==> src/common/dpps_pkg.sv <==
// package for the debug port pin sharing block: register map, fields and constants
package dpps_pkg;
	localparam int ADDR_W = 4;
	// register byte addresses
	localparam logic [3:0] OFS_MODE = 4'h0;
	localparam logic [3:0] OFS_PAD = 4'h4;
	localparam logic [3:0] OFS_STATUS = 4'h8;
	localparam logic [3:0] OFS_GPIO = 4'hC;
	// shared pin indexes within the mode register
	localparam int PIN_TDI = 0;
	localparam int PIN_TDO = 1;
	localparam int PIN_TMS = 2;
	localparam int PIN_TCK = 3;
	localparam int PIN_ERASE = 4;
	localparam int NPIN = 5;
	localparam logic [4:0] MODE_RST = 5'h00;
	// pad field positions in the pad register, four bits per pin
	localparam int PAD_PULLUP = 0;
	localparam int PAD_TRIG = 1;
	localparam int PAD_DEBOUNCE = 2;
	localparam int PAD_GLITCH = 3;
	localparam int PAD_FW = 4;
	localparam logic [19:0] PAD_RST = 20'h11111;
	// status bit positions
	localparam int ST_SWD = 0;
	localparam int ST_SCAN = 1;
	localparam int ST_ERASE = 2;
	// switch sequence: 16 bits on tms, lsb first, preceded by 50 high
	localparam logic [15:0] SWITCH_SEQ = 16'hE79E;
	localparam int SWITCH_LEN = 16;
	localparam int LINE_RESET_LEN = 50;
	// debounce filter length in cycles
	localparam logic [3:0] DEBOUNCE_CYC = 4'hF;
endpackage

==> src/rtl/dpps_top.sv <==
// debug port pin sharing: debug/gpio mux, pad settings, scan select and swd switch
//
// Register access over Avalon-MM and the placing of the registers were chosen for this implementation.
`timescale 1ns/1ns
// Functional notes
// - after reset every shared debug pin is in its debug function.
// - software moves each pin to general purpose io through the mode register.
// - pull-up, trigger, debounce and glitch settings act in both pin modes.
// - a high scan select enters boundary scan, low or open runs normally.
// - the scan port is active by default and the probe's tms sequence selects serial wire.
// - async trace drives the tdo pin only while the serial wire port is active.
module dpps_top (
	input wire logic mclk,
	input wire logic arst_n,
	input wire logic [3:0] avs_address,
	input wire logic avs_read,
	input wire logic avs_write,
	input wire logic [31:0] avs_writedata,
	output logic [31:0] avs_readdata,
	output logic avs_waitrequest,
	input wire logic [4:0] pad_in,
	output logic [4:0] pad_out,
	output logic [4:0] pad_oe,
	output logic [4:0] pad_pullup,
	output logic [4:0] pad_schmitt,
	input wire logic boundary_scan_select,
	input wire logic dbg_tdo,
	input wire logic dbg_tdo_oe,
	input wire logic dbg_swdio_out,
	input wire logic dbg_swdio_oe,
	input wire logic async_trace_out,
	output logic [4:0] dbg_pin_in,
	output logic serial_wire_port_on,
	output logic scan_mode_on,
	output logic erase_request
);
	logic [4:0] mode_ff;
	logic [19:0] pad_ff;
	logic [4:0] gp_out_ff;
	logic [4:0] gp_oe_ff;
	logic [4:0] sync1_ff;
	logic [4:0] sync2_ff;
	logic [4:0] filt_ff;
	logic [3:0] deb_cnt_ff [5];
	logic [4:0] glitch_ff;
	logic scan1_ff;
	logic scan2_ff;
	logic swd_ff;
	logic [5:0] high_cnt_ff;
	logic [15:0] seq_ff;
	logic [4:0] seq_cnt_ff;
	logic tck_d_ff;
	logic start1_ff;
	logic start2_ff;
	logic started_ff;
	logic erase_ff;
	logic ack_ff;
	logic [4:0] nxt_out;
	logic [4:0] nxt_oe;
	logic [31:0] nxt_rdata;
	logic access;
	logic tck_rise;
	logic tms;

	assign access = (avs_read | avs_write) & ~ack_ff;
	assign tms = filt_ff[dpps_pkg::PIN_TMS];
	assign tck_rise = filt_ff[dpps_pkg::PIN_TCK] & ~tck_d_ff;

	// register slave: one wait cycle, answer on the second edge
	always_ff @(posedge mclk or negedge arst_n) begin
		if (!arst_n) begin
			ack_ff <= 1'b0;
		end else begin
			ack_ff <= access;
		end
	end

	always_ff @(posedge mclk or negedge arst_n) begin
		if (!arst_n) begin
			mode_ff <= dpps_pkg::MODE_RST;
			pad_ff <= dpps_pkg::PAD_RST;
			gp_out_ff <= 5'h00;
			gp_oe_ff <= 5'h00;
		end else if (ack_ff && avs_write) begin
			unique case (avs_address)
				dpps_pkg::OFS_MODE: mode_ff <= avs_writedata[4:0];
				dpps_pkg::OFS_PAD: pad_ff <= avs_writedata[19:0];
				dpps_pkg::OFS_GPIO: begin
					gp_out_ff <= avs_writedata[4:0];
					gp_oe_ff <= avs_writedata[12:8];
				end
				default: ;
			endcase
		end
	end

	always_comb begin
		nxt_rdata = 32'h00000000;
		unique case (avs_address)
			dpps_pkg::OFS_MODE: nxt_rdata[4:0] = mode_ff;
			dpps_pkg::OFS_PAD: nxt_rdata[19:0] = pad_ff;
			dpps_pkg::OFS_STATUS: begin
				nxt_rdata[dpps_pkg::ST_SWD] = swd_ff;
				nxt_rdata[dpps_pkg::ST_SCAN] = scan2_ff;
				nxt_rdata[dpps_pkg::ST_ERASE] = erase_ff;
			end
			dpps_pkg::OFS_GPIO: nxt_rdata = {11'h000, filt_ff, 3'h0, gp_oe_ff, 3'h0, gp_out_ff};
			default: ;
		endcase
	end

	always_ff @(posedge mclk or negedge arst_n) begin
		if (!arst_n) begin
			avs_readdata <= 32'h00000000;
		end else if (access && avs_read) begin
			avs_readdata <= nxt_rdata;
		end
	end

	always_ff @(posedge mclk or negedge arst_n) begin
		if (!arst_n) begin
			avs_waitrequest <= 1'b1;
		end else begin
			avs_waitrequest <= ~access;
		end
	end

	// pin input synchronisers
	always_ff @(posedge mclk or negedge arst_n) begin
		if (!arst_n) begin
			sync1_ff <= 5'h00;
			sync2_ff <= 5'h00;
			scan1_ff <= 1'b0;
			scan2_ff <= 1'b0;
		end else begin
			sync1_ff <= pad_in;
			sync2_ff <= sync1_ff;
			scan1_ff <= boundary_scan_select;
			scan2_ff <= scan1_ff;
		end
	end

	// input conditioning applies regardless of the pin mode
	always_ff @(posedge mclk or negedge arst_n) begin
		if (!arst_n) begin
			glitch_ff <= 5'h00;
			filt_ff <= 5'h00;
			for (int i = 0; i < dpps_pkg::NPIN; i++) begin
				deb_cnt_ff[i] <= 4'h0;
			end
		end else begin
			glitch_ff <= sync2_ff;
			for (int i = 0; i < dpps_pkg::NPIN; i++) begin
				if (pad_ff[i*dpps_pkg::PAD_FW+dpps_pkg::PAD_DEBOUNCE]) begin
					if (sync2_ff[i] == filt_ff[i]) begin
						deb_cnt_ff[i] <= 4'h0;
					end else if (deb_cnt_ff[i] == dpps_pkg::DEBOUNCE_CYC) begin
						deb_cnt_ff[i] <= 4'h0;
						filt_ff[i] <= sync2_ff[i];
					end else begin
						deb_cnt_ff[i] <= deb_cnt_ff[i] + 4'h1;
					end
				end else if (pad_ff[i*dpps_pkg::PAD_FW+dpps_pkg::PAD_GLITCH]) begin
					deb_cnt_ff[i] <= 4'h0;
					if (sync2_ff[i] == glitch_ff[i]) begin
						filt_ff[i] <= sync2_ff[i];
					end
				end else begin
					deb_cnt_ff[i] <= 4'h0;
					filt_ff[i] <= sync2_ff[i];
				end
			end
		end
	end

	// scan to serial wire switch, watched on tck rising edges
	always_ff @(posedge mclk or negedge arst_n) begin
		if (!arst_n) begin
			tck_d_ff <= 1'b0;
			high_cnt_ff <= 6'h00;
			seq_ff <= 16'h0000;
			seq_cnt_ff <= 5'h00;
			swd_ff <= 1'b0;
		end else begin
			tck_d_ff <= filt_ff[dpps_pkg::PIN_TCK];
			if (scan2_ff || mode_ff[dpps_pkg::PIN_TCK] || mode_ff[dpps_pkg::PIN_TMS]) begin
				high_cnt_ff <= 6'h00;
				seq_cnt_ff <= 5'h00;
				swd_ff <= 1'b0;
			end else if (tck_rise) begin
				if (tms && high_cnt_ff != dpps_pkg::LINE_RESET_LEN[5:0]) begin
					high_cnt_ff <= high_cnt_ff + 6'h01;
				end
				if (high_cnt_ff == dpps_pkg::LINE_RESET_LEN[5:0]
						&& seq_cnt_ff != dpps_pkg::SWITCH_LEN[4:0]) begin
					if (tms == dpps_pkg::SWITCH_SEQ[seq_cnt_ff[3:0]]) begin
						seq_cnt_ff <= seq_cnt_ff + 5'h01;
						if (seq_cnt_ff == 5'(dpps_pkg::SWITCH_LEN - 1)) begin
							swd_ff <= 1'b1;
							high_cnt_ff <= 6'h00;
						end
					end else if (!tms) begin
						seq_cnt_ff <= 5'h00;
						high_cnt_ff <= 6'h00;
					end
				end
			end
		end
	end

	// erase pin level caught once, after the synchroniser holds the pin and not its reset value
	always_ff @(posedge mclk or negedge arst_n) begin
		if (!arst_n) begin
			start1_ff <= 1'b0;
			start2_ff <= 1'b0;
			started_ff <= 1'b0;
			erase_ff <= 1'b0;
		end else begin
			start1_ff <= 1'b1;
			start2_ff <= start1_ff;
			if (start2_ff && !started_ff) begin
				started_ff <= 1'b1;
				erase_ff <= sync2_ff[dpps_pkg::PIN_ERASE] & ~mode_ff[dpps_pkg::PIN_ERASE];
			end
		end
	end

	// output mux: debug function unless the pin's mode bit selects gpio
	always_comb begin
		nxt_out = gp_out_ff;
		nxt_oe = gp_oe_ff & mode_ff;
		if (!mode_ff[dpps_pkg::PIN_TDO]) begin
			nxt_out[dpps_pkg::PIN_TDO] = swd_ff ? async_trace_out : dbg_tdo;
			nxt_oe[dpps_pkg::PIN_TDO] = swd_ff ? 1'b1 : dbg_tdo_oe;
		end
		if (!mode_ff[dpps_pkg::PIN_TMS]) begin
			nxt_out[dpps_pkg::PIN_TMS] = dbg_swdio_out;
			nxt_oe[dpps_pkg::PIN_TMS] = swd_ff & dbg_swdio_oe;
		end
	end

	always_ff @(posedge mclk or negedge arst_n) begin
		if (!arst_n) begin
			pad_out <= 5'h00;
			pad_oe <= 5'h00;
			pad_pullup <= 5'h1F;
			pad_schmitt <= 5'h00;
			dbg_pin_in <= 5'h00;
			serial_wire_port_on <= 1'b0;
			scan_mode_on <= 1'b0;
			erase_request <= 1'b0;
		end else begin
			pad_out <= nxt_out;
			pad_oe <= nxt_oe;
			for (int i = 0; i < dpps_pkg::NPIN; i++) begin
				pad_pullup[i] <= pad_ff[i*dpps_pkg::PAD_FW+dpps_pkg::PAD_PULLUP];
				pad_schmitt[i] <= pad_ff[i*dpps_pkg::PAD_FW+dpps_pkg::PAD_TRIG];
			end
			dbg_pin_in <= filt_ff & ~mode_ff;
			serial_wire_port_on <= swd_ff;
			scan_mode_on <= scan2_ff;
			erase_request <= erase_ff;
		end
	end
endmodule

==> config.mk <==
export PLATFORM = sky130hd
export DESIGN_NAME = dpps_top
export DESIGN_NICKNAME = d
export VERILOG_FILES = /design/src/common/dpps_pkg.sv /design/src/rtl/dpps_top.sv
export SDC_FILE = /design/constraint.sdc
export NUM_CORES = 1
export LEC_CHECK = 0
export BUFFER_PORTS_ARGS = -buffer_cell sky130_fd_sc_hd__buf_2
export CAP_MARGIN = 20
export CORE_ASPECT_RATIO = 2
export CORE_MARGIN = 2
export CORE_UTILIZATION = 55
export DETAILED_ROUTE_END_ITERATION = 10
export GPL_TIMING_DRIVEN = 1
export MAX_ROUTING_LAYER = met4
export PLACE_DENSITY = 0.79
export SLEW_MARGIN = 20
export SYNTH_ARGS = -nofsm -noshare
export SYNTH_HDL_FRONTEND = slang
export SYNTH_SLANG_ARGS = --single-unit
==> constraint.sdc <==
create_clock -name mclk -period 2.1 [get_ports mclk]
set_input_delay 0.315 -clock mclk [delete_from_list [all_inputs] [get_ports mclk]]
set_output_delay 0.315 -clock mclk [all_outputs]
set_load 0.005 [all_outputs]
==> results of run 1 <==
-- metrics by stage --
| stage | TNS (ns) | total power [W] | hold WS [ns] | setup slack [ns] |
|---|---|---|---|---|
| floorplan | 0 | 0.00391 | 0.0194 | 0.181 |
| global placement | 0 | 0.00431 | 0.292 | 0.0521 |
| detailed placement | -0.184 | 0.00437 | 0.305 | -0.0727 |
| CTS | -0.0365 | 0.00715 | 0.00720 | -0.0265 |
| global route | -0.00305 | 0.00739 | 0.00904 | -0.00305 |
| finish | 0 | 0.00708 | 0.0215 | 0.0675 |
-- cells in the mapped netlist, types with 3 or more instances --
cell                       number  share of area, %
sky130_fd_sc_hd__and3_1         8              0.83
sky130_fd_sc_hd__nand4_1        3              0.31
sky130_fd_sc_hd__a21oi_1       20               1.7
sky130_fd_sc_hd__clkbuf_1       7              0.44
sky130_fd_sc_hd__nand3_1       11              0.91
sky130_fd_sc_hd__nor2b_1        6              0.62
sky130_fd_sc_hd__mux2_1        20               3.7
sky130_fd_sc_hd__dfrtp_1      134                56
sky130_fd_sc_hd__o21ai_0       30               2.5
sky130_fd_sc_hd__mux2_2        16               3.0
sky130_fd_sc_hd__and2_1         3              0.31
sky130_fd_sc_hd__xor2_1         8               1.2
sky130_fd_sc_hd__buf_2          3              0.25
sky130_fd_sc_hd__ha_1          10               2.1
sky130_fd_sc_hd__nor3_1         6              0.50
sky130_fd_sc_hd__a22o_1         5              0.73
sky130_fd_sc_hd__mux2i_1        9               1.5
sky130_fd_sc_hd__nor2_1        19               1.2
sky130_fd_sc_hd__buf_4         14               1.7
sky130_fd_sc_hd__dfstp_2       11               4.8
sky130_fd_sc_hd__mux4_2         3               1.1
sky130_fd_sc_hd__nand4b_1       5              0.73
sky130_fd_sc_hd__a211oi_1      10               1.2
sky130_fd_sc_hd__buf_6          3              0.56
sky130_fd_sc_hd__nor3b_1        7              0.87
sky130_fd_sc_hd__nand2_1       42               2.6
sky130_fd_sc_hd__inv_1         16              0.99
sky130_fd_sc_hd__xnor2_1        7               1.0
sky130_fd_sc_hd__a22oi_1       11               1.4
-- cell families after synthesis --
kind of cell	Yosys count	share of synthesized area (%)
compound gates	88	9.20
flops	145	60.3
simple gates	131	12.5
mux	48	9.33
fa+ha+maj	12	2.40
buf+inv	43	3.98
other cells	2	0.124
xor+xnor	15	2.18
-- final timing paths --
check,startpoint,to,slack (ns),cells after the start
max,seq_cnt_ff[0]$_DFFE_PN0P_,seq_cnt_ff[3]$_DFFE_PN0P_,0.07,8
min reg2reg,sync1_ff[4]$_DFF_PN0_,sync2_ff[4]$_DFF_PN0_,0.35,0
min in group asynchronous,arst_n,pad_oe[3]$_DFF_PN0_,0.43,2
max in group asynchronous,arst_n,pad_pullup[4]$_DFF_PN1_,0.95,3
min,pad_in[2],sync1_ff[2]$_DFF_PN0_,0.02,1
max reg2reg,seq_cnt_ff[0]$_DFFE_PN0P_,seq_cnt_ff[3]$_DFFE_PN0P_,0.07,8
-- metal layers --
metal | global-route usage (%) | up-vias | wire length [µm]
met2 | 45.9 | 125 | 7770
met3 | 4.68 | 46 | 577
met5 | - | - | 0
met1 | 25.8 | 2126 | 4810
li1 | - | 1934 | -
met4 | 13.4 | 0 | 545
-- worst max-delay path: stages (launching register included) --
cell,delay (ns)
sky130_fd_sc_hd__dfrtp_2,0.42
sky130_fd_sc_hd__inv_1,0.09
sky130_fd_sc_hd__ha_1,0.35
sky130_fd_sc_hd__nor3b_4,0.26
sky130_fd_sc_hd__a211oi_4,0.09
sky130_fd_sc_hd__buf_4,0.17
sky130_fd_sc_hd__maj3_1,0.34
sky130_fd_sc_hd__nor2_1,0.11
sky130_fd_sc_hd__nor3_1,0.06
-- layout make-up --
class,instances,area (µm²)
flip-flops and latches,145,3640
fillers,825,3460
multi-input cells,306,2220
repair buffers,117,714
clock buffers,23,478
well taps,140,175
clock inverters,7,60.1
inverters,16,60.1
-- power groups by stage --
stage	registers [W]	logic, W	clock network (W)
detailed placement	0.00351	0.000864	0
finish	0.00347	0.000869	0.00274
global placement	0.00349	0.000825	0
CTS	0.00347	0.000879	0.00281
global route	0.00352	0.000959	0.00291
floorplan	0.00344	0.000466	0
-- timing repair --
action,CTS,global route
endpoints found under the setup margin,7,10
resized for setup,2,4
pin swaps,1,2
buffers inserted,3,1
hold buffers,5,0
hold endpoints to repair,51,0
-- registers in the layout, indices dropped and copies added (netlist names), 6 cells and up --
signal,count
deb_cnt_ff,20
high_cnt_ff,6
pad_ff,20
avs_readdata,21
==> impl_metrics.prom, run 1 <==
# TYPE chip_impl_metric gauge
chip_impl_metric{name="ff_latch_count_synth",unit=""} 145
chip_impl_metric{name="sequentialPowerShare",unit="%"} 49.0
chip_impl_metric{name="tightestPinTransition",unit="ns"} 0.502
chip_impl_metric{name="worstPathMaxFanout",unit=""} 7
chip_impl_metric{name="vias",unit=""} 4231
chip_impl_metric{name="post_drt_wl_per_cell",unit="µm"} 18.2
chip_impl_metric{name="post_dp_cell_area",unit="µm²"} 6700
chip_impl_info{name="predominant_post_synthesis_flop_cell",value="sky130_fd_sc_hd__dfrtp_1"} 1
chip_impl_metric{name="path_clk_slew",unit="ns"} 0.06
chip_impl_metric{name="synth.cell_area",unit="µm²"} 6040
chip_impl_metric{name="max-vdd-ir-drop",unit="mV"} 0.651
chip_impl_metric{name="ys_warn_count",unit=""} 0
chip_impl_metric{name="maximum_number_of_pins_on_one_net_before_global_route_repair",unit=""} 54
chip_impl_metric{name="share_comb_of_total_power",unit="%"} 12.3
chip_impl_metric{name="grt_pass1_vias",unit=""} 4584
chip_impl_info{name="status",value="completed"} 1
chip_impl_metric{name="cts_max_level",unit=""} 4
chip_impl_metric{name="dr.first_iter.drc_count",unit=""} 251
chip_impl_metric{name="synth_cells",unit=""} 484
chip_impl_metric{name="clock_tree_sinks",unit=""} 145
chip_impl_metric{name="async_reset_ff_share",unit="%"} 100
chip_impl_metric{name="drc_errors",unit=""} 0
chip_impl_metric{name="p_leak",unit="nW"} 3.57
chip_impl_info{name="cts_tree",value="built"} 1
chip_impl_metric{name="die_y",unit="µm"} 152
chip_impl_metric{name="total_clock_buffers_created_by_cts",unit=""} 17
chip_impl_metric{name="cts_max_path_buffers",unit=""} 2
chip_impl_metric{name="final_min_period_over_clock_period",unit="%"} 96.8
chip_impl_metric{name="placeableCoreArea",unit="µm²"} 10800
chip_impl_metric{name="place_congestion",unit=""} 0.825
chip_impl_metric{name="row_count",unit=""} 54
chip_impl_metric{name="internal_power",unit="W"} 0.00529
chip_impl_metric{name="vias_per_cell",unit=""} 5.61
chip_impl_metric{name="critPathRequiredTime",unit="ns"} 2.37
chip_impl_metric{name="timing.max_slew.rel_slack",unit="%"} 66.6
chip_impl_metric{name="top_level_ports",unit=""} 112
chip_impl_metric{name="grt_first_pass_wirelength",unit="mm"} 22.6
chip_impl_metric{name="power_frac_clock",unit="%"} 38.7
chip_impl_metric{name="hpwl",unit="mm"} 9.65
chip_impl_info{name="worst_hold_path_type",value="in2reg"} 1
chip_impl_metric{name="drtPass1Iterations",unit=""} 4
chip_impl_info{name="cts_root_buf",value="sky130_fd_sc_hd__clkbuf_16"} 1
chip_impl_info{name="setup.worst_path.class",value="reg2reg"} 1
chip_impl_metric{name="fp.dieW",unit="µm"} 78.1
chip_impl_metric{name="power.density_cell_area",unit="nW/µm²"} 963
chip_impl_metric{name="placed_cells",unit=""} 715
chip_impl_metric{name="clkLatencyLatePin",unit="ns"} 0.41
chip_impl_metric{name="synth-edff-count",unit=""} 0
chip_impl_metric{name="netSwitchingFraction",unit="%"} 25.3
chip_impl_metric{name="net-switching-power",unit="W"} 0.00179
chip_impl_metric{name="areaGrowthSynthToFinish",unit="%"} 21.8
chip_impl_metric{name="finalMaxSlewViolations",unit=""} 0
chip_impl_metric{name="mapped_avg_cell_area",unit="µm²"} 12.5
chip_impl_info{name="layout_common_cells",value="133 x sky130_fd_sc_hd__dfrtp_1, 87 x sky130_fd_sc_hd__buf_2, 42 x sky130_fd_sc_hd__nand2_1"} 1
chip_impl_metric{name="final_net_count",unit=""} 664
chip_impl_metric{name="fin_crit",unit="ns"} 2.03
chip_impl_metric{name="antenna_left",unit=""} 0
chip_impl_metric{name="instances_no_fill",unit=""} 754
chip_impl_metric{name="final_util",unit="%"} 68.0
chip_impl_metric{name="initial_utilization",unit="%"} 55.8
chip_impl_metric{name="remaining_global_route_overflow",unit=""} 0
chip_impl_metric{name="drive_gt1_share",unit="%"} 30.3
chip_impl_info{name="critPathCaptureType",value="flip-flop"} 1
chip_impl_metric{name="grt_resource_usage_total",unit="%"} 25.6
chip_impl_metric{name="die_area",unit="µm²"} 11900
chip_impl_info{name="critical_path_launch_point_type",value="flip-flop"} 1
chip_impl_metric{name="worst-endpoint-arrival",unit="ns"} 2.31
chip_impl_metric{name="seq_area_frac_synth",unit="%"} 60.3
chip_impl_metric{name="drt_wl_total",unit="mm"} 13.7
chip_impl_metric{name="placement.io_buffers",unit=""} 88
chip_impl_metric{name="antenna_violations_before_repair",unit=""} 0
chip_impl_info{name="layout.cells.most_common",value="sky130_fd_sc_hd__dfrtp_1"} 1
chip_impl_metric{name="antenna_cells_inserted",unit=""} 0
chip_impl_metric{name="maxCapViolCount",unit=""} 0
chip_impl_metric{name="final-hold-violation-count",unit=""} 0
chip_impl_metric{name="postLayoutCellArea",unit="µm²"} 7350
chip_impl_metric{name="synth_cell_types",unit=""} 55
chip_impl_metric{name="finClkSkew",unit="ns"} 0.00494
chip_impl_metric{name="finalSetupViolCount",unit=""} 0
chip_impl_metric{name="fmax",unit="GHz"} 0.492
(Power assumes the default switching activity.)
==> run 2: changes to the inputs <==
- CORE_UTILIZATION: 55 -> 50
- PLACE_DENSITY: 0.79 -> 0.76
- clock period: 2.1 -> 1.76 ns (I/O delays scaled with it)
==> impl_metrics.prom, run 2 (synthesized netlist as in run 1, its figures left out) <==
# TYPE chip_impl_metric gauge
chip_impl_info{name="crit_top_cell",value="sky130_fd_sc_hd__nor3b_4"} 1
chip_impl_metric{name="finalHoldWorstSlack",unit="ns"} 0.0617
chip_impl_metric{name="dr.first_iter.drc_count",unit=""} 250
chip_impl_metric{name="worst_path_largest_cell_delay",unit="ns"} 0.42
chip_impl_info{name="layout_common_cells",value="131 x sky130_fd_sc_hd__dfrtp_1, 87 x sky130_fd_sc_hd__buf_2, 42 x sky130_fd_sc_hd__nand2_1"} 1
chip_impl_metric{name="maxCapViolCount",unit=""} 0
chip_impl_metric{name="remaining_global_route_overflow",unit=""} 0
chip_impl_metric{name="grt_pass1_vias",unit=""} 4612
chip_impl_metric{name="placeableCoreArea",unit="µm²"} 11800
chip_impl_metric{name="cts_max_path_buffers",unit=""} 2
chip_impl_metric{name="finalMaxSlewViolations",unit=""} 0
chip_impl_metric{name="power.density_cell_area",unit="nW/µm²"} 1160
chip_impl_metric{name="post_drt_wl_per_cell",unit="µm"} 17.9
chip_impl_metric{name="path_clk_slew",unit="ns"} 0.06
chip_impl_info{name="setup.worst_path.class",value="reg2reg"} 1
chip_impl_info{name="timing.critical_path.cells",value="inv_2, ha_4, nor3b_4, a211oi_4, nor3b_4, a22oi_1, a21oi_1"} 1
chip_impl_metric{name="instances_no_fill",unit=""} 772
chip_impl_info{name="critical_path_launch_point_type",value="flip-flop"} 1
chip_impl_metric{name="final-hold-violation-count",unit=""} 0
chip_impl_metric{name="antenna_violations_before_repair",unit=""} 1
chip_impl_info{name="status",value="finished with violations"} 1
chip_impl_metric{name="top_level_ports",unit=""} 112
chip_impl_metric{name="placement.io_buffers",unit=""} 88
chip_impl_metric{name="finalWorstSetupSlack",unit="ns"} -0.0307
chip_impl_info{name="cts_root_buf",value="sky130_fd_sc_hd__clkbuf_16"} 1
chip_impl_metric{name="drt_wl_total",unit="mm"} 13.8
chip_impl_metric{name="drc_errors",unit=""} 0
chip_impl_metric{name="total_clock_buffers_created_by_cts",unit=""} 17
chip_impl_metric{name="fin_crit",unit="ns"} 1.79
chip_impl_metric{name="vias",unit=""} 4326
chip_impl_metric{name="final_util",unit="%"} 64.6
chip_impl_metric{name="place_congestion",unit=""} 0.819
chip_impl_info{name="cts_tree",value="built"} 1
chip_impl_metric{name="die_area",unit="µm²"} 13000
chip_impl_metric{name="hpwl",unit="mm"} 9.82
chip_impl_info{name="critPathCaptureType",value="flip-flop"} 1
chip_impl_info{name="layout.cells.most_common",value="sky130_fd_sc_hd__dfrtp_1"} 1
chip_impl_info{name="setup_repair_after_global_routing_missed_its_margin",value="true"} 1
chip_impl_metric{name="placed_cells",unit=""} 729
chip_impl_metric{name="fmax",unit="GHz"} 0.558
chip_impl_metric{name="row_count",unit=""} 56
chip_impl_metric{name="initial_utilization",unit="%"} 51.3
chip_impl_metric{name="final_net_count",unit=""} 674
chip_impl_metric{name="areaGrowthSynthToFinish",unit="%"} 26.1
chip_impl_metric{name="worst-endpoint-arrival",unit="ns"} 2.12
chip_impl_info{name="worst_hold_path_type",value="in2reg"} 1
chip_impl_metric{name="worstPathMaxFanout",unit=""} 5
chip_impl_metric{name="antenna_left",unit=""} 0
chip_impl_info{name="cpLargestDelayFamily",value="compound AO/OA/AOI/OAI gates"} 1
chip_impl_metric{name="critical_path.n_buffers_inverters",unit=""} 1
chip_impl_metric{name="grt_first_pass_wirelength",unit="mm"} 22.8
chip_impl_metric{name="grt_resource_usage_total",unit="%"} 24.0
chip_impl_info{name="top_regs",value="avs_readdata x21, deb_cnt_ff x20, pad_ff x20"} 1
chip_impl_info{name="largest-register",value="avs_readdata"} 1
chip_impl_metric{name="maximum_number_of_pins_on_one_net_before_global_route_repair",unit=""} 54
chip_impl_metric{name="drive_gt1_share",unit="%"} 33.9
chip_impl_metric{name="die_y",unit="µm"} 159
chip_impl_metric{name="cts_max_level",unit=""} 4
chip_impl_metric{name="p_leak",unit="nW"} 3.65
chip_impl_metric{name="final_min_period_over_clock_period",unit="%"} 102
chip_impl_metric{name="totalNegativeSetupSlack",unit="ns"} -0.108
chip_impl_metric{name="vias_per_cell",unit=""} 5.60
chip_impl_metric{name="max_ffs_per_register",unit=""} 21
chip_impl_metric{name="drtPass1Iterations",unit=""} 4
chip_impl_info{name="failed_checks",value="negative setup slack"} 1
chip_impl_metric{name="critPathRequiredTime",unit="ns"} 2.09
chip_impl_metric{name="placement.setup.worst_slack",unit="ns"} -0.203
chip_impl_metric{name="clock_tree_sinks",unit=""} 145
chip_impl_metric{name="fillCellCount",unit=""} 886
chip_impl_metric{name="max-vdd-ir-drop",unit="mV"} 0.807
chip_impl_metric{name="finClkSkew",unit="ns"} 0.00908
chip_impl_metric{name="finalSetupViolCount",unit=""} 8
chip_impl_metric{name="fp.dieW",unit="µm"} 81.7
chip_impl_metric{name="clkLatencyLatePin",unit="ns"} 0.42
chip_impl_info{name="cp_slowest_cell",value="sky130_fd_sc_hd__dfrtp_1"} 1
-- run 2: changes by cell type in the layout (fill, tap and decap cells not counted), moves of 3 or more --
cell / delta
sky130_fd_sc_hd__ha_1: -3
sky130_fd_sc_hd__clkbuf_1: -3
sky130_fd_sc_hd__inv_6: +4
sky130_fd_sc_hd__clkinv_2: -5
sky130_fd_sc_hd__clkinv_4: +4
sky130_fd_sc_hd__buf_4: +4
-- run 2: power by group --
group          leakage (nW)  total, W  switching (W)  internal, W
logic                  1.50   0.00111       0.000582     0.000528
registers              1.86   0.00413       0.000335      0.00379
clock network         0.291   0.00360        0.00142      0.00218
-- run 2: what timing repair did --
action,in CTS,in global routing
buffers inserted,0,3
resized for setup,10,12
hold buffers,7,0
hold endpoints to repair,24,0
setup endpoints to repair,10,10
pin swaps,0,2
-- run 2: stage by stage --
stage | instance area (µm²) | total power, W
6_report | 7610 | 0.00884
5_1_grt | 7610 | 0.00924
4_1_cts | 7530 | 0.00891
3_5_place_dp | 6830 | 0.00526
3_3_place_gp | 6830 | 0.00519
2_1_floorplan | 6100 | 0.00466
-- run 2: path summary, 6_finish.rpt --
check	startpoint	end	slack, ns	cells after the start
worst min register to register	sync1_ff[3]$_DFF_PN0_	sync2_ff[3]$_DFF_PN0_	0.35	0
min in group asynchronous	arst_n	mode_ff[1]$_DFFE_PN0P_	0.26	2
worst max-delay path	seq_cnt_ff[1]$_DFFE_PN0P_	seq_cnt_ff[4]$_DFFE_PN0P_	-0.03	7
max in group asynchronous	arst_n	pad_ff[0]$_DFFE_PN1P_	0.85	3
worst min-delay path	avs_writedata[5]	pad_ff[5]$_DFFE_PN0P_	0.06	2
worst max register to register	seq_cnt_ff[1]$_DFFE_PN0P_	seq_cnt_ff[4]$_DFFE_PN0P_	-0.03	7
-- run 2: layout make-up --
class / instances / area [µm²] / area share (%)
clock inverters: 13 / 150 / 1.97
flip-flops and latches: 145 / 3650 / 47.9
diodes: 1 / 2.50 / 0.0329
repair buffers: 127 / 827 / 10.9
clock buffers: 19 / 453 / 5.95
multi-input cells: 306 / 2290 / 30.1
well taps: 145 / 181 / 2.38
inverters: 16 / 60.1 / 0.789
-- run 2: worst register-to-register path, stage by stage (launching register included) --
cell and delay, ns:
sky130_fd_sc_hd__dfrtp_1 0.42, sky130_fd_sc_hd__inv_2 0.06, sky130_fd_sc_hd__ha_4 0.28, sky130_fd_sc_hd__nor3b_4 0.05, sky130_fd_sc_hd__a211oi_4 0.32, sky130_fd_sc_hd__nor3b_4 0.32, sky130_fd_sc_hd__a22oi_1 0.11, sky130_fd_sc_hd__a21oi_1 0.16
-- run 2: per-layer routing --
layer / part of all wire (%) / vias to the layer above / track usage, % / routed length [µm]
li1: - / 1957 / - / -
met1: 35 / 2171 / 25.3 / 4900
met2: 55 / 148 / 40.3 / 7640
met3: 4.4 / 50 / 5.84 / 612
met4: 4.9 / 0 / 12.3 / 676
met5: 0 / - / - / 0
==> run 3: changes to the inputs <==
- REMOVE_ABC_BUFFERS: default -> 1
- SLEW_MARGIN: 20 -> default
==> impl_metrics.prom, run 3 (synthesized netlist as in run 1, its figures left out) <==
# TYPE chip_impl_metric gauge
chip_impl_metric{name="p_leak",unit="nW"} 3.70
chip_impl_info{name="failed_checks",value="negative setup slack"} 1
chip_impl_metric{name="finalMaxSlewViolations",unit=""} 0
chip_impl_info{name="setup_repair_after_global_routing_missed_its_margin",value="true"} 1
chip_impl_metric{name="worstPathMaxFanout",unit=""} 10
chip_impl_info{name="setup.worst_path.class",value="reg2reg"} 1
chip_impl_metric{name="post_dp_cell_area",unit="µm²"} 6810
chip_impl_metric{name="share_comb_of_total_power",unit="%"} 11.8
chip_impl_metric{name="post_drt_wl_per_cell",unit="µm"} 18.0
chip_impl_metric{name="power.density_cell_area",unit="nW/µm²"} 1180
chip_impl_info{name="cpLargestDelayFamily",value="simple AND/OR/NAND/NOR gates"} 1
chip_impl_metric{name="final_net_count",unit=""} 682
chip_impl_info{name="layout.cells.most_common",value="sky130_fd_sc_hd__dfrtp_1"} 1
chip_impl_metric{name="vias",unit=""} 4343
chip_impl_metric{name="drc_errors",unit=""} 0
chip_impl_metric{name="top_level_ports",unit=""} 112
chip_impl_metric{name="antenna_cells_inserted",unit=""} 0
chip_impl_metric{name="placeableCoreArea",unit="µm²"} 11800
chip_impl_metric{name="drt_wl_total",unit="mm"} 14.0
chip_impl_metric{name="remaining_global_route_overflow",unit=""} 0
chip_impl_metric{name="postLayoutCellArea",unit="µm²"} 7700
chip_impl_metric{name="cts_max_level",unit=""} 4
chip_impl_metric{name="final-hold-violation-count",unit=""} 0
chip_impl_info{name="cts_root_buf",value="sky130_fd_sc_hd__clkbuf_16"} 1
chip_impl_metric{name="drive_gt1_share",unit="%"} 34.4
chip_impl_metric{name="place_congestion",unit=""} 0.853
chip_impl_metric{name="placed_cells",unit=""} 730
chip_impl_metric{name="antenna_violations_before_repair",unit=""} 0
chip_impl_info{name="layout_common_cells",value="134 x sky130_fd_sc_hd__dfrtp_1, 87 x sky130_fd_sc_hd__buf_2, 42 x sky130_fd_sc_hd__nand2_1"} 1
chip_impl_info{name="cts_tree",value="built"} 1
chip_impl_metric{name="antenna_left",unit=""} 0
chip_impl_metric{name="grt_first_pass_wirelength",unit="mm"} 22.6
chip_impl_metric{name="finClkSkew",unit="ns"} 0.00679
chip_impl_info{name="worst_hold_path_type",value="in2reg"} 1
chip_impl_metric{name="internal_power",unit="W"} 0.00683
chip_impl_metric{name="die_area",unit="µm²"} 13000
chip_impl_metric{name="row_count",unit=""} 56
chip_impl_metric{name="netSwitchingFraction",unit="%"} 25.0
chip_impl_metric{name="placement.io_buffers",unit=""} 88
chip_impl_metric{name="finalWorstSetupSlack",unit="ns"} -0.0605
chip_impl_metric{name="path_clk_slew",unit="ns"} 0.06
chip_impl_metric{name="fmax",unit="GHz"} 0.549
chip_impl_metric{name="grt_resource_usage_total",unit="%"} 23.5
chip_impl_metric{name="critical_path.n_buffers_inverters",unit=""} 1
chip_impl_metric{name="cts_max_path_buffers",unit=""} 2
chip_impl_metric{name="initial_utilization",unit="%"} 51.3
chip_impl_metric{name="finalSetupViolCount",unit=""} 10
chip_impl_metric{name="power_frac_clock",unit="%"} 42.9
chip_impl_metric{name="maxCapViolCount",unit=""} 0
chip_impl_metric{name="finalHoldWorstSlack",unit="ns"} 0.0614
chip_impl_metric{name="sequentialPowerShare",unit="%"} 45.2
chip_impl_info{name="largest-register",value="avs_readdata"} 1
chip_impl_info{name="timing.critical_path.cells",value="inv_2, ha_4, and4bb_2, nand4b_4, nor3b_4, mux2i_1, o22ai_1"} 1
chip_impl_metric{name="fp.dieW",unit="µm"} 81.7
chip_impl_metric{name="final_min_period_over_clock_period",unit="%"} 103
chip_impl_info{name="critical_path_launch_point_type",value="flip-flop"} 1
chip_impl_metric{name="areaGrowthSynthToFinish",unit="%"} 27.5
chip_impl_metric{name="drtPass1Iterations",unit=""} 4
chip_impl_metric{name="total_clock_buffers_created_by_cts",unit=""} 17
chip_impl_metric{name="max-vdd-ir-drop",unit="mV"} 0.991
chip_impl_metric{name="vias_per_cell",unit=""} 5.58
chip_impl_info{name="top_regs",value="avs_readdata x21, deb_cnt_ff x20, pad_ff x20"} 1
chip_impl_info{name="status",value="finished with violations"} 1
chip_impl_metric{name="worst_path_largest_cell_delay",unit="ns"} 0.40
chip_impl_metric{name="instances_no_fill",unit=""} 779
chip_impl_info{name="critPathCaptureType",value="flip-flop"} 1
chip_impl_metric{name="final_util",unit="%"} 65.4
chip_impl_metric{name="clock_tree_sinks",unit=""} 145
chip_impl_metric{name="critPathRequiredTime",unit="ns"} 2.09
chip_impl_info{name="cp_slowest_cell",value="sky130_fd_sc_hd__dfrtp_1"} 1
chip_impl_metric{name="clkLatencyLatePin",unit="ns"} 0.42
chip_impl_metric{name="worst-endpoint-arrival",unit="ns"} 2.15
chip_impl_metric{name="dr.first_iter.drc_count",unit=""} 265
chip_impl_metric{name="max_ffs_per_register",unit=""} 21
chip_impl_metric{name="net-switching-power",unit="W"} 0.00228
chip_impl_metric{name="die_y",unit="µm"} 159
chip_impl_metric{name="maximum_number_of_pins_on_one_net_before_global_route_repair",unit=""} 47
chip_impl_metric{name="grt_pass1_vias",unit=""} 4677
chip_impl_metric{name="hpwl",unit="mm"} 9.24
chip_impl_metric{name="fin_crit",unit="ns"} 1.82
[run 3: changes by cell type in the layout (fill, tap and decap cells not counted), sizes merged]
cell    before  now
buf        120  128
diode        1    0
inv         20   17
bufinv       2    5
[run 3: final timing paths]
kind	startpoint	to	slack, ns	cells past startpoint
setup / recovery	seq_cnt_ff[0]$_DFFE_PN0P_	seq_cnt_ff[0]$_DFFE_PN0P_	-0.06	7
hold / removal	avs_writedata[5]	pad_ff[5]$_DFFE_PN0P_	0.06	2
setup reg to reg	seq_cnt_ff[0]$_DFFE_PN0P_	seq_cnt_ff[0]$_DFFE_PN0P_	-0.06	7
hold reg to reg	sync1_ff[3]$_DFF_PN0_	sync2_ff[3]$_DFF_PN0_	0.35	0
max in group asynchronous	arst_n	avs_waitrequest$_DFF_PN1_	0.77	3
min in group asynchronous	arst_n	start1_ff$_DFF_PN0_	0.36	2
[run 3: stage by stage]
step	power, W	worst slack [ns]	setup TNS (ns)
final	0.00911	-0.0605	-0.356
after global routing	0.00950	-0.148	-1.02
after CTS	0.00918	-0.0478	-0.149
after detailed placement	0.00523	-0.240	-1.89
after global placement	0.00515	-0.142	-0.968
after floorplan	0.00462	-0.396	-8.70
[run 3: per-layer routing]
metal	vias up	wire [µm]	GRT usage (%)
met5	-	0	-
met4	0	387	11.7
met3	33	585	4.99
met2	126	7990	40.7
met1	2215	5040	24.3
li1	1969	-	-
[run 3: layout make-up]
type | count | area [µm²]
clock buffer | 19 | 433
clock inverter | 13 | 210
fill | 850 | 4070
inverter | 16 | 60.1
multi-input combinational | 306 | 2290
sequential | 145 | 3640
tap | 145 | 181
timing repair buffer | 135 | 880
[run 3: timing repair]
item	in CTS	in global routing
hold endpoints to repair	44	0
pin swaps	4	5
hold buffers	7	0
resized for setup	17	6
endpoints found under the setup margin	10	10
buffers inserted	6	4
[run 3: power groups by stage]
stage	Combinational [W]	Sequential, W	Clock [W]
5_1_grt	0.00121	0.00418	0.00411
3_3_place_gp	0.00101	0.00414	0
2_1_floorplan	0.000487	0.00413	0
4_1_cts	0.00109	0.00412	0.00397
3_5_place_dp	0.00105	0.00417	0
6_report	0.00108	0.00412	0.00391
[run 3: worst reg2reg max path: cells and delay by family, from the launching register on]
kind                     cells  cell delay (ns)
AO/OA/AOI/OAI                1             0.15
adder cells (fa/ha/maj)      1             0.17
buffers and inverters        1             0.08
flip-flops                   1             0.40
multiplexers                 1             0.11
AND/OR/NAND/NOR              3             0.83
